<file path="src/hw/phy_cfg_pkg.sv">
// Behaviour
// - CRS select in 10 Mbit mode holds CRS until RXDV drops; resets one.
// - Preamble bit clear: RXDV with SFD; set: RXDV and preamble with CRS.
// - 10 Mbit serial bit set: receive data bitwise on RXD bit 0.
// - Far-end-fault sent only while its enable bit is one; resets one.
// - Alternate next-page bit enables that feature; resets zero.
// - Media select bit: one is fiber, zero twisted pair; read and write.
// - Hardware reset loads media select bit from that port's strap pin.
// - Read-only 3-bit cable length, resets 000, invalid during gain hold.
// - Rise time field: 00 3.3 ns, 01 3.6, 10 3.9, 11 4.2 ns.
// - Reset loads rise time field from strap pins; software may overwrite.
// - Crossover bit picks pairs; auto crossover has own bit; both reset one.
// - Analog loopback bit loops via analog path while still driving pair.
// - Loopback detection runs only while its enable bit is set; resets zero.
// - Speed-up bit selects accelerated loopback detection.
// - Read-only status bit shows one while loopback detected; resets zero.
package phy_cfg_pkg;
   localparam logic [4:0] ADDR_PORT_CFG = 5'h10;
   localparam logic [4:0] ADDR_SPECIAL = 5'h1b;
   // Port configuration field positions.
   localparam int POS_CRS_SEL = 7;
   localparam int POS_PRE_EN = 5;
   localparam int POS_SERIAL = 3;
   localparam int POS_FEF_EN = 2;
   localparam int POS_ALT_NP = 1;
   localparam int POS_FIBER = 0;
   // Special function field positions.
   localparam int POS_LINE_LEN = 13;
   localparam int POS_RISE = 10;
   localparam int POS_AUTO_MDIX = 9;
   localparam int POS_MDIX = 8;
   localparam int POS_ANA_LOOP = 7;
   localparam int POS_LD_EN = 6;
   localparam int POS_LD_FAST = 5;
   localparam int POS_LD_FOUND = 4;
   // Reset values.
   localparam logic RST_CRS_SEL = 1'b1;
   localparam logic RST_PRE_EN = 1'b0;
   localparam logic RST_SERIAL = 1'b0;
   localparam logic RST_FEF_EN = 1'b1;
   localparam logic RST_ALT_NP = 1'b0;
   localparam logic RST_AUTO_MDIX = 1'b1;
   localparam logic RST_MDIX = 1'b1;
   localparam logic RST_ANA_LOOP = 1'b0;
   localparam logic RST_LD_EN = 1'b0;
   localparam logic RST_LD_FAST = 1'b0;
   localparam logic [2:0] RST_LINE_LEN = 3'h0;
   localparam logic [1:0] RST_RISE = 2'h0;
   // Transmit rise time for code 00 and step per code, in picoseconds.
   localparam int RISE_BASE_PS = 3300;
   localparam int RISE_STEP_PS = 300;
   typedef enum logic [1:0] {
      ST_SYNC0 = 2'b00,
      ST_SYNC1 = 2'b01,
      ST_LOAD = 2'b10,
      ST_RUN = 2'b11
   } init_state_t;
endpackage

</file>
<file path="src/hw/sync_two.sv">
`timescale 1ns/10ps
`default_nettype none
module sync_two #(
   parameter int WIDTH = 1
) (
   // Clock and reset.
   input wire logic clk,
   input wire logic rst_n,
   // Level crossing.
   input wire logic [WIDTH-1:0] async_in,
   output logic [WIDTH-1:0] sync_out
);
   logic [WIDTH-1:0] first_reg;

   // The first stage feeds only the second stage.
   always_ff @(posedge clk or negedge rst_n) begin
      if (!rst_n) begin
         first_reg <= '0;
         sync_out <= '0;
      end else begin
         first_reg <= async_in;
         sync_out <= first_reg;
      end
   end
endmodule
`default_nettype wire

</file>
<file path="src/hw/rx_shaper.sv">
`timescale 1ns/10ps
`default_nettype none
module rx_shaper (
   // Clock and reset.
   input wire logic clk,
   input wire logic rst_n,
   // Settings.
   input wire logic crs_sel,
   input wire logic pre_en,
   input wire logic serial_en,
   input wire logic ten_mbps,
   // Receive core.
   input wire logic core_crs,
   input wire logic core_dv,
   input wire logic [3:0] core_rxd,
   input wire logic core_rx_bit,
   // MII receive side.
   output logic mii_crs,
   output logic mii_rx_dv,
   output logic [3:0] mii_rxd
);
   logic dv_next;
   logic crs_next;
   logic [3:0] rxd_next;

   always_comb begin
      dv_next = core_dv | (pre_en & core_crs);
      crs_next = core_crs | (crs_sel & ten_mbps & dv_next);
      if (!dv_next) begin
         rxd_next = 4'h0;
      end else if (serial_en && ten_mbps) begin
         rxd_next = {3'h0, core_rx_bit};
      end else begin
         rxd_next = core_rxd;
      end
   end

   always_ff @(posedge clk or negedge rst_n) begin
      if (!rst_n) begin
         mii_crs <= 1'b0;
         mii_rx_dv <= 1'b0;
         mii_rxd <= 4'h0;
      end else begin
         mii_crs <= crs_next;
         mii_rx_dv <= dv_next;
         mii_rxd <= rxd_next;
      end
   end
endmodule
`default_nettype wire

</file>
<file path="src/hw/phy_port_special_config_regs.sv">
`timescale 1ns/10ps
`default_nettype none
module phy_port_special_config_regs #(
   parameter int PORTS = 2
) (
   // Clock and reset.
   input wire logic clk,
   input wire logic reset_n,
   // Strap pins.
   input wire logic [PORTS-1:0] media_select_strap,
   input wire logic [1:0] rise_time_strap,
   // Management register port.
   input wire logic mgmt_port,
   input wire logic [4:0] mgmt_addr,
   input wire logic mgmt_wr_en,
   input wire logic mgmt_rd_en,
   input wire logic [15:0] mgmt_wdata,
   output logic [15:0] mgmt_rdata,
   output logic mgmt_rvalid,
   output logic mgmt_ready,
   // Port core status.
   input wire logic [PORTS-1:0] ten_mbps,
   input wire logic [PORTS-1:0] gain_hold,
   input wire logic [2:0] line_len_est [PORTS],
   input wire logic [PORTS-1:0] loop_seen,
   input wire logic [PORTS-1:0] auto_pair_swap,
   input wire logic [PORTS-1:0] fef_request,
   // Port core controls.
   output logic [PORTS-1:0] fef_tx,
   output logic [PORTS-1:0] alt_np_en,
   output logic [PORTS-1:0] fiber_mode,
   output logic [1:0] rise_sel [PORTS],
   output logic [15:0] rise_time_ps [PORTS],
   output logic [PORTS-1:0] tx_on_pair_b,
   output logic [PORTS-1:0] analog_loop_en,
   output logic [PORTS-1:0] loop_detect_run,
   output logic [PORTS-1:0] loop_detect_fast,
   // Receive core.
   input wire logic [PORTS-1:0] core_crs,
   input wire logic [PORTS-1:0] core_dv,
   input wire logic [3:0] core_rxd [PORTS],
   input wire logic [PORTS-1:0] core_rx_bit,
   // MII receive side.
   output logic [PORTS-1:0] mii_crs,
   output logic [PORTS-1:0] mii_rx_dv,
   output logic [3:0] mii_rxd [PORTS]
);
   if (PORTS != 2) begin : g_port_check
      $error("PORTS must be 2");
   end

   function automatic logic [15:0] rise_ps(input logic [1:0] code);
      int ps;
      ps = phy_cfg_pkg::RISE_BASE_PS + phy_cfg_pkg::RISE_STEP_PS * int'(code);
      return ps[15:0];
   endfunction

   function automatic logic port_hit(input logic sel, input int idx);
      return sel == idx[0];
   endfunction

   logic rst_meta_reg;
   logic rst_n;
   logic [PORTS-1:0] strap_media_sync;
   logic [1:0] strap_rise_sync;
   phy_cfg_pkg::init_state_t state_reg;

   logic [PORTS-1:0] crs_sel_reg;
   logic [PORTS-1:0] pre_en_reg;
   logic [PORTS-1:0] serial_reg;
   logic [PORTS-1:0] fef_en_reg;
   logic [PORTS-1:0] alt_np_reg;
   logic [PORTS-1:0] fiber_reg;
   logic [1:0] rise_reg [PORTS];
   logic [PORTS-1:0] auto_mdix_reg;
   logic [PORTS-1:0] mdix_reg;
   logic [PORTS-1:0] ana_loop_reg;
   logic [PORTS-1:0] ld_en_reg;
   logic [PORTS-1:0] ld_fast_reg;
   logic [PORTS-1:0] ld_found_reg;
   logic [2:0] line_len_reg [PORTS];
   logic [15:0] rdata_next;

   // Reset is asserted at once and released through two flip-flops.
   always_ff @(posedge clk or negedge reset_n) begin
      if (!reset_n) begin
         rst_meta_reg <= 1'b0;
         rst_n <= 1'b0;
      end else begin
         rst_meta_reg <= 1'b1;
         rst_n <= rst_meta_reg;
      end
   end

   sync_two #(.WIDTH(PORTS)) u_sync_media (
      .clk(clk),
      .rst_n(rst_n),
      .async_in(media_select_strap),
      .sync_out(strap_media_sync)
   );

   sync_two #(.WIDTH(2)) u_sync_rise (
      .clk(clk),
      .rst_n(rst_n),
      .async_in(rise_time_strap),
      .sync_out(strap_rise_sync)
   );

   // Straps settle through the synchronisers before they are loaded.
   always_ff @(posedge clk or negedge rst_n) begin
      if (!rst_n) begin
         state_reg <= phy_cfg_pkg::ST_SYNC0;
      end else begin
         case (state_reg)
            phy_cfg_pkg::ST_SYNC0: state_reg <= phy_cfg_pkg::ST_SYNC1;
            phy_cfg_pkg::ST_SYNC1: state_reg <= phy_cfg_pkg::ST_LOAD;
            phy_cfg_pkg::ST_LOAD: state_reg <= phy_cfg_pkg::ST_RUN;
            default: state_reg <= phy_cfg_pkg::ST_RUN;
         endcase
      end
   end

   assign mgmt_ready = (state_reg == phy_cfg_pkg::ST_RUN);

   logic wr_cfg;
   logic wr_spc;
   assign wr_cfg = mgmt_ready && mgmt_wr_en
      && (mgmt_addr == phy_cfg_pkg::ADDR_PORT_CFG);
   assign wr_spc = mgmt_ready && mgmt_wr_en
      && (mgmt_addr == phy_cfg_pkg::ADDR_SPECIAL);

   for (genvar p = 0; p < PORTS; p++) begin : g_port
      logic hit;
      assign hit = port_hit(mgmt_port, p);

      // Port configuration fields.
      always_ff @(posedge clk or negedge rst_n) begin
         if (!rst_n) begin
            crs_sel_reg[p] <= phy_cfg_pkg::RST_CRS_SEL;
            pre_en_reg[p] <= phy_cfg_pkg::RST_PRE_EN;
            serial_reg[p] <= phy_cfg_pkg::RST_SERIAL;
            fef_en_reg[p] <= phy_cfg_pkg::RST_FEF_EN;
            alt_np_reg[p] <= phy_cfg_pkg::RST_ALT_NP;
            fiber_reg[p] <= 1'b0;
         end else if (state_reg == phy_cfg_pkg::ST_LOAD) begin
            fiber_reg[p] <= strap_media_sync[p];
         end else if (wr_cfg && hit) begin
            crs_sel_reg[p] <= mgmt_wdata[phy_cfg_pkg::POS_CRS_SEL];
            pre_en_reg[p] <= mgmt_wdata[phy_cfg_pkg::POS_PRE_EN];
            serial_reg[p] <= mgmt_wdata[phy_cfg_pkg::POS_SERIAL];
            fef_en_reg[p] <= mgmt_wdata[phy_cfg_pkg::POS_FEF_EN];
            alt_np_reg[p] <= mgmt_wdata[phy_cfg_pkg::POS_ALT_NP];
            fiber_reg[p] <= mgmt_wdata[phy_cfg_pkg::POS_FIBER];
         end
      end

      // Special function fields.
      always_ff @(posedge clk or negedge rst_n) begin
         if (!rst_n) begin
            rise_reg[p] <= phy_cfg_pkg::RST_RISE;
            auto_mdix_reg[p] <= phy_cfg_pkg::RST_AUTO_MDIX;
            mdix_reg[p] <= phy_cfg_pkg::RST_MDIX;
            ana_loop_reg[p] <= phy_cfg_pkg::RST_ANA_LOOP;
            ld_en_reg[p] <= phy_cfg_pkg::RST_LD_EN;
            ld_fast_reg[p] <= phy_cfg_pkg::RST_LD_FAST;
         end else if (state_reg == phy_cfg_pkg::ST_LOAD) begin
            rise_reg[p] <= strap_rise_sync;
         end else if (wr_spc && hit) begin
            rise_reg[p] <= mgmt_wdata[phy_cfg_pkg::POS_RISE +: 2];
            auto_mdix_reg[p] <= mgmt_wdata[phy_cfg_pkg::POS_AUTO_MDIX];
            mdix_reg[p] <= mgmt_wdata[phy_cfg_pkg::POS_MDIX];
            ana_loop_reg[p] <= mgmt_wdata[phy_cfg_pkg::POS_ANA_LOOP];
            ld_en_reg[p] <= mgmt_wdata[phy_cfg_pkg::POS_LD_EN];
            ld_fast_reg[p] <= mgmt_wdata[phy_cfg_pkg::POS_LD_FAST];
         end
      end

      // Status fields; the cable estimate freezes during gain hold.
      always_ff @(posedge clk or negedge rst_n) begin
         if (!rst_n) begin
            line_len_reg[p] <= phy_cfg_pkg::RST_LINE_LEN;
            ld_found_reg[p] <= 1'b0;
         end else begin
            if (!gain_hold[p]) begin
               line_len_reg[p] <= line_len_est[p];
            end
            ld_found_reg[p] <= loop_seen[p] & ld_en_reg[p];
         end
      end

      assign fef_tx[p] = fef_request[p] & fef_en_reg[p];
      assign alt_np_en[p] = alt_np_reg[p];
      assign fiber_mode[p] = fiber_reg[p];
      assign rise_sel[p] = rise_reg[p];
      assign rise_time_ps[p] = rise_ps(rise_reg[p]);
      assign tx_on_pair_b[p] = auto_mdix_reg[p] ? auto_pair_swap[p]
         : mdix_reg[p];
      assign analog_loop_en[p] = ana_loop_reg[p];
      assign loop_detect_run[p] = ld_en_reg[p];
      assign loop_detect_fast[p] = ld_en_reg[p] & ld_fast_reg[p];

      rx_shaper u_rx (
         .clk(clk),
         .rst_n(rst_n),
         .crs_sel(crs_sel_reg[p]),
         .pre_en(pre_en_reg[p]),
         .serial_en(serial_reg[p]),
         .ten_mbps(ten_mbps[p]),
         .core_crs(core_crs[p]),
         .core_dv(core_dv[p]),
         .core_rxd(core_rxd[p]),
         .core_rx_bit(core_rx_bit[p]),
         .mii_crs(mii_crs[p]),
         .mii_rx_dv(mii_rx_dv[p]),
         .mii_rxd(mii_rxd[p])
      );
   end

   // Read data; reserved and unmapped bits read as zero.
   always_comb begin
      logic s;
      s = mgmt_port;
      rdata_next = 16'h0000;
      if (mgmt_addr == phy_cfg_pkg::ADDR_PORT_CFG) begin
         rdata_next[phy_cfg_pkg::POS_CRS_SEL] = crs_sel_reg[s];
         rdata_next[phy_cfg_pkg::POS_PRE_EN] = pre_en_reg[s];
         rdata_next[phy_cfg_pkg::POS_SERIAL] = serial_reg[s];
         rdata_next[phy_cfg_pkg::POS_FEF_EN] = fef_en_reg[s];
         rdata_next[phy_cfg_pkg::POS_ALT_NP] = alt_np_reg[s];
         rdata_next[phy_cfg_pkg::POS_FIBER] = fiber_reg[s];
      end else if (mgmt_addr == phy_cfg_pkg::ADDR_SPECIAL) begin
         rdata_next[phy_cfg_pkg::POS_LINE_LEN +: 3] = line_len_reg[s];
         rdata_next[phy_cfg_pkg::POS_RISE +: 2] = rise_reg[s];
         rdata_next[phy_cfg_pkg::POS_AUTO_MDIX] = auto_mdix_reg[s];
         rdata_next[phy_cfg_pkg::POS_MDIX] = mdix_reg[s];
         rdata_next[phy_cfg_pkg::POS_ANA_LOOP] = ana_loop_reg[s];
         rdata_next[phy_cfg_pkg::POS_LD_EN] = ld_en_reg[s];
         rdata_next[phy_cfg_pkg::POS_LD_FAST] = ld_fast_reg[s];
         rdata_next[phy_cfg_pkg::POS_LD_FOUND] = ld_found_reg[s];
      end
   end

   always_ff @(posedge clk or negedge rst_n) begin
      if (!rst_n) begin
         mgmt_rdata <= 16'h0000;
         mgmt_rvalid <= 1'b0;
      end else begin
         mgmt_rvalid <= mgmt_rd_en & mgmt_ready;
         if (mgmt_rd_en && mgmt_ready) begin
            mgmt_rdata <= rdata_next;
         end
      end
   end
endmodule
`default_nettype wire

</file>
<file path="config.mk">
export PLATFORM = sky130hd
export DESIGN_NAME = phy_port_special_config_regs
export DESIGN_NICKNAME = d
export VERILOG_FILES = /design/src/hw/phy_cfg_pkg.sv /design/src/hw/sync_two.sv /design/src/hw/rx_shaper.sv /design/src/hw/phy_port_special_config_regs.sv
export SDC_FILE = /design/constraint.sdc
export NUM_CORES = 1
export LEC_CHECK = 0
export BUFFER_PORTS_ARGS = -buffer_cell sky130_fd_sc_hd__buf_2
export CORE_ASPECT_RATIO = 1.75
export CORE_MARGIN = 2
export CORE_UTILIZATION = 30
export DETAILED_ROUTE_END_ITERATION = 6
export SYNTH_ARGS = -nofsm -noshare
export SYNTH_HDL_FRONTEND = slang
export SYNTH_SLANG_ARGS = --single-unit
</file>
<file path="constraint.sdc">
create_clock -name clk -period 3.28 [get_ports clk]
set_input_delay 0.328 -clock clk [delete_from_list [all_inputs] [get_ports clk]]
set_output_delay 0.328 -clock clk [all_outputs]
set_load 0.02 [all_outputs]
</file>
=== After elaboration in Yosys (flattened, before gate mapping) ===
Index checks and enable logic that the tools add are counted.

* Register bits: 74
* Latch bits: 0
* Memory bits (writable): 0
* Bits in read-only memories: 0
* Input bits: 60
* Output and inout bits: 80
* Memories: 0

* Add/subtract/negate cells: 2
* Multiply operators: 2
* Divide/modulo/power cells: 0
* Magnitude comparators: 2
* Equality and inequality tests: 5
* Shift-type cells: 0
* Muxes and demuxes: 54
* Bitwise gates (word level): 20
* Reduce and logical (&&, ||, !) cells: 19

{| class="wikitable"
|+ Operators by type and width
! cell !! number
|-
| 1-bit two-way mux || 34
|-
| 12-bit by 11-bit adder with 13-bit output, first input constant || 2
|-
| 4-bit two-way mux || 6
|-
| 7-bit by 2-bit multiplier with 9-bit output, first input constant || 2
|-
| 3-bit two-way mux || 5
|-
| 2-bit two-way mux || 7
|-
| 1-bit AND || 13
|-
| 5-bit equality test, second input constant || 2
|-
| 1-bit logical AND || 10
|-
| 8-bit two-way mux || 1
|-
| 2-bit AND reduction || 4
|-
| 2-bit nonzero test || 4
|-
| 2-bit equality test, second input constant || 2
|-
| 1-bit bitwise OR || 4
|-
| 2-bit case mux with 2 select lines || 1
|-
| 2-bit by 1-bit equality test with 1-bit output, second input constant || 1
|-
| 2-bit >= comparator, second input constant || 1
|-
| 2-bit logical NOT || 1
|-
| 1-bit by 2-bit less-than comparator with 1-bit output, second input constant || 1
|-
| 1-bit inverter || 2
|-
| 1-bit inverter with 2-bit output || 1
|}

=== Longest topological paths before layout ===
* Word-level depth: 6
* Gate-level depth with buffers: 5
* Depth with buffers taken out: 4

=== By module ===
From an unflattened synthesis, not the netlist that was laid out.

* Cells, all modules: 272
* Area, all modules: 3,424.5 sq um

{| class="wikitable"
|+ By module, submodules not included
! module !! times used !! cells an instance !! area each (sq um) !! seq. area each (sq um)
|-
| phy_port_special_config_regs || 1 || 232 || 2,726.4 || 1,361.3
|-
| rx_shaper || 2 || 16 || 249.0 || 150.1
|-
| sync_two || 2 || 4 || 100.1 || 100.1
|}

=== Least setup slack after synthesis ===
No wires, ideal clock.

* Kind: reg2out
* Start: register rise_reg, in the netlist rise_sel[0]
* End: output port rise_time_ps[3] (netlist name)
* Data arrival time: 1.647 ns
* Required time: 2.952 ns
* Setup slack: 1.305 ns
* Stages on the path, launching flop included: 4
* Buffers on the path: 0
* Cell sequence: dfrtp_1 -> inv_1 -> ha_1 -> xor2_1

{| class="wikitable"
|+ RTL lines
! element !! line !! text
|-
| start, declared || phy_port_special_config_regs.sv:74 || <nowiki>logic [1:0] rise_reg [PORTS];</nowiki>
|-
| start signal, assigned by index || phy_port_special_config_regs.sv:160 || <nowiki>rise_reg[p] <= phy_cfg_pkg::RST_RISE;</nowiki>
|-
| start signal, assigned by index || phy_port_special_config_regs.sv:167 || <nowiki>rise_reg[p] <= strap_rise_sync;</nowiki>
|-
| start signal, assigned by index || phy_port_special_config_regs.sv:169 || <nowiki>rise_reg[p] <= mgmt_wdata[phy_cfg_pkg::POS_RISE +: 2];</nowiki>
|-
| end, declared || phy_port_special_config_regs.sv:33 || <nowiki>output logic [15:0] rise_time_ps [PORTS],</nowiki>
|}

==> summary.txt <==
Pwr
  – NetSw: ~0.00073 W
  – Switching part of the total: 0.282
  – Power per standard cell area: around 590 nW/um^2
  – Leakage: 2.21 nW
  – Combinational cell fraction of total power: 0.194
  – Clock power frac: 0.394
  – Power Total: 0.00259 W
  – Pint: 0.00186 W
  – Sequential share of power: 0.412
  – Max rail drop VDD: approximately 0.28 mV

Status
  – Run status: completed

CTS
  – CTS resizes: 0
  – Root cell of the clock tree: clkbuf_16
  – Clk sinks: between 70 and 80
  – Cts bufs inserted: 9
  – H-tree levels: 3
  – Setup Buffers After CTS: 0
  – CTS tree: yes
  – Hold_buf cts: 1
  – Clock Latency Late Sink: 330 ps
  – Reg clk slew, reported paths: 60 ps
  – CTS Buffer Depth: 2

Layout
  – Max reg flops: 15
  – Area growth syn-to-layout: 29.1%
  – Fin area: between 4000 and 5000 um^2
  – Filler instances: 1101
  – Nets: ~470
  – Layout Utilization: 0.395
  – Layout cell share with drive strength beyond 1: 0.465

Timing
  – Least-Margin Pin Slew: 1130 ps
  – F_max: 507 MHz
  – Slew headroom: 0.249
  – Tmin final: 1970 ps
  – Final setup viols: 0
  – RSZ-0062 raised after global routing: false
  – Final hold violations: 0
  – Fin Setup TNS: 0 ps
  – Final Cycle Share: 0.602
  – Final Skew: 5.32 ps
  – Final setup margin: 1310 ps
  – Max-slew violation count: 0

Worst setup path
  – CP startpoint kind: flop
  – WS Path Type: flop to output pin
  – Endpoint class of the critical path: output pin
  – Critical Path AT: 1650 ps
  – Worst Setup EP: rise_time_ps[3]
  – Worst flop-to-flop path endpoint: mgmt_rdata[7]$_DFFE_PN0P_
  – Crit path from: rise_sel[0]$_DFFE_PN0P_
  – Worst r2r src: state_reg[0]$_DFF_PN0_
  – Worst EP required: roughly 3000 ps
  – R2R cell count: 4
  – Worst reg2reg setup slack: between 1000 and 1500 ps
  – CP Max Fanout: 8

Worst hold path
  – Min-delay worst type: primary input to flop
  – Hold Crit Start: media_select_strap[1]

Synthesis
  – Main synth FF type: dfrtp_1
  – Area share of the largest cell type after synthesis: 0.489
  – Mapped Avg Cell Area: 12.1 um^2
  – Gate Count Post-Synth: 278
  – Sequential share of the synthesized area: 0.552
  – Synthesized area: 3380 um^2
  – Seq cells post-synth: 74
  – Post-synth ARST share: 1.00
  – Top cells by area, synth: dfrtp_1 49%, mux2_2 11%, dfstp_2 6.2%, buf_4 4.2%, o31ai_1 4.2%
  – Cell taking the most area after synthesis: dfrtp_1
  – Number of synthesized flops with an enable pin: 0
  – Most frequent cell after synthesis: dfrtp_1
  – Synth cell types: 29
  – Synth Warn #: 0
  – Post-synth top cells: 66 x dfrtp_1, 32 x mux2_2, 20 x nand2_1

Floorplan
  – Initial Util: 0.306
  – Site Rows: 51
  – Die span in x: 84.2 um
  – Die H: about 140 um
  – DIE AREA: 12200 um^2
  – I/O pin cnt: 140
  – Core box area: 11000 um^2

Routing
  – Routed WL: 8.40 mm
  – DRC errors left: 0
  – Via count: 2469
  – 1st-iter DRT viols: 54
  – Vias per cell: 4.61
  – Post-route ant nets: 0
  – Pre-Repair DR Iteration Count: 4
  – WL per Instance: 15.7 um

Flow run
  – Max-cap violations: 0

Global route
  – Initial antenna violation count: 1
  – First-pass GRT wire length: ~13 mm
  – Vias in the first global route: 2519
  – Grt ovf: 0
  – Overall Global Routing Usage: 0.136
  – Pin count of the biggest net entering global routing: 52

Place
  – RD Place Congestion: 0.807
  – Post-DP HPWL: approximately 6.4 mm
  – Placed Area: 4030 um^2
  – IO buf count: ~120
  – Pre-CTS WS: ~1200 ps
==> power by group through the flow <==
stage                     sequential [W]  combinational, W  clock [W]
final                            0.00107          0.000501    0.00102
after global routing             0.00108          0.000544    0.00108
after CTS                        0.00107          0.000508    0.00104
after detailed placement         0.00109          0.000506          0
after global placement           0.00108          0.000496          0
after floorplan                  0.00111          0.000319          0
==> placed cells by master (no fill, tap or decap), types with 4 or more instances in the layout <==
master,count
nand3_1,8
nand2_1,20
ha_1,10
inv_1,15
dfrtp_1,65
and2_1,13
nor2_1,5
clkbuf_8,4
clkbuf_16,9
a31oi_1,7
o31ai_1,19
a21oi_1,6
dfstp_2,8
buf_2,123
nand4_1,9
mux2_2,32
conb_1,12
mux2i_1,13
==> cell families after synthesis <==
kind of cell / synth area share
flip-flops: 0.552
XOR/XNOR: 0.00519
AND/OR/NAND/NOR: 0.119
adder cells (fa/ha/maj): 0.0371
multiplexers: 0.145
buffers and inverters: 0.0704
AO/OA/AOI/OAI: 0.0693
other: 0.00222
==> metrics by stage <==
stage	hold WS, ps	std cells
floorplan	32.4	288
global placement	116	517
detailed placement	119	517
CTS	86.2	534
global route	91.1	535
finish	101	535
==> per-layer routing <==
layer | track usage | up-vias | part of all wire
met4 | 0.0832 | 0 | 0.043
met5 | 0 | - | 0
met1 | 0.146 | 1185 | 0.37
met2 | 0.242 | 81 | 0.54
li1 | - | 1182 | -
met3 | 0.0291 | 21 | 0.047
==> critical path, cell delays in order, from the launching register on <==
cell	delay [ps]
dfrtp_1	500
inv_1	120
ha_1	360
xor2_1	170
buf_2	170
==> how the worst min path moves through the flow <==
stage | to | slack (ps) | depth (start not counted)
after floorplan | rst_meta_reg$_DFF_PN0_ | 30 | 0
after global placement | rst_meta_reg$_DFF_PN0_ | 120 | 1
after detailed placement | rst_meta_reg$_DFF_PN0_ | 120 | 1
after CTS | u_sync_media.first_reg[1]$_DFF_PN0_ | 90 | 1
after global routing | u_sync_media.first_reg[1]$_DFF_PN0_ | 90 | 1
final | u_sync_media.first_reg[1]$_DFF_PN0_ | 100 | 1
==> area by class of cell <==
type | count | area (um^2) | share of cell area
sequential | 74 | 1860 | 0.427
clock buffer | 15 | 288 | 0.0660
clock inverter | 1 | 30.0 | 0.00689
inverter | 15 | 56.3 | 0.0129
timing repair buffer | 126 | 641 | 0.147
multi-input combinational | 171 | 1310 | 0.301
antenna | 1 | 2.50 | 0.000574
tap | 132 | 165 | 0.0379
(Power assumes the default switching activity.)
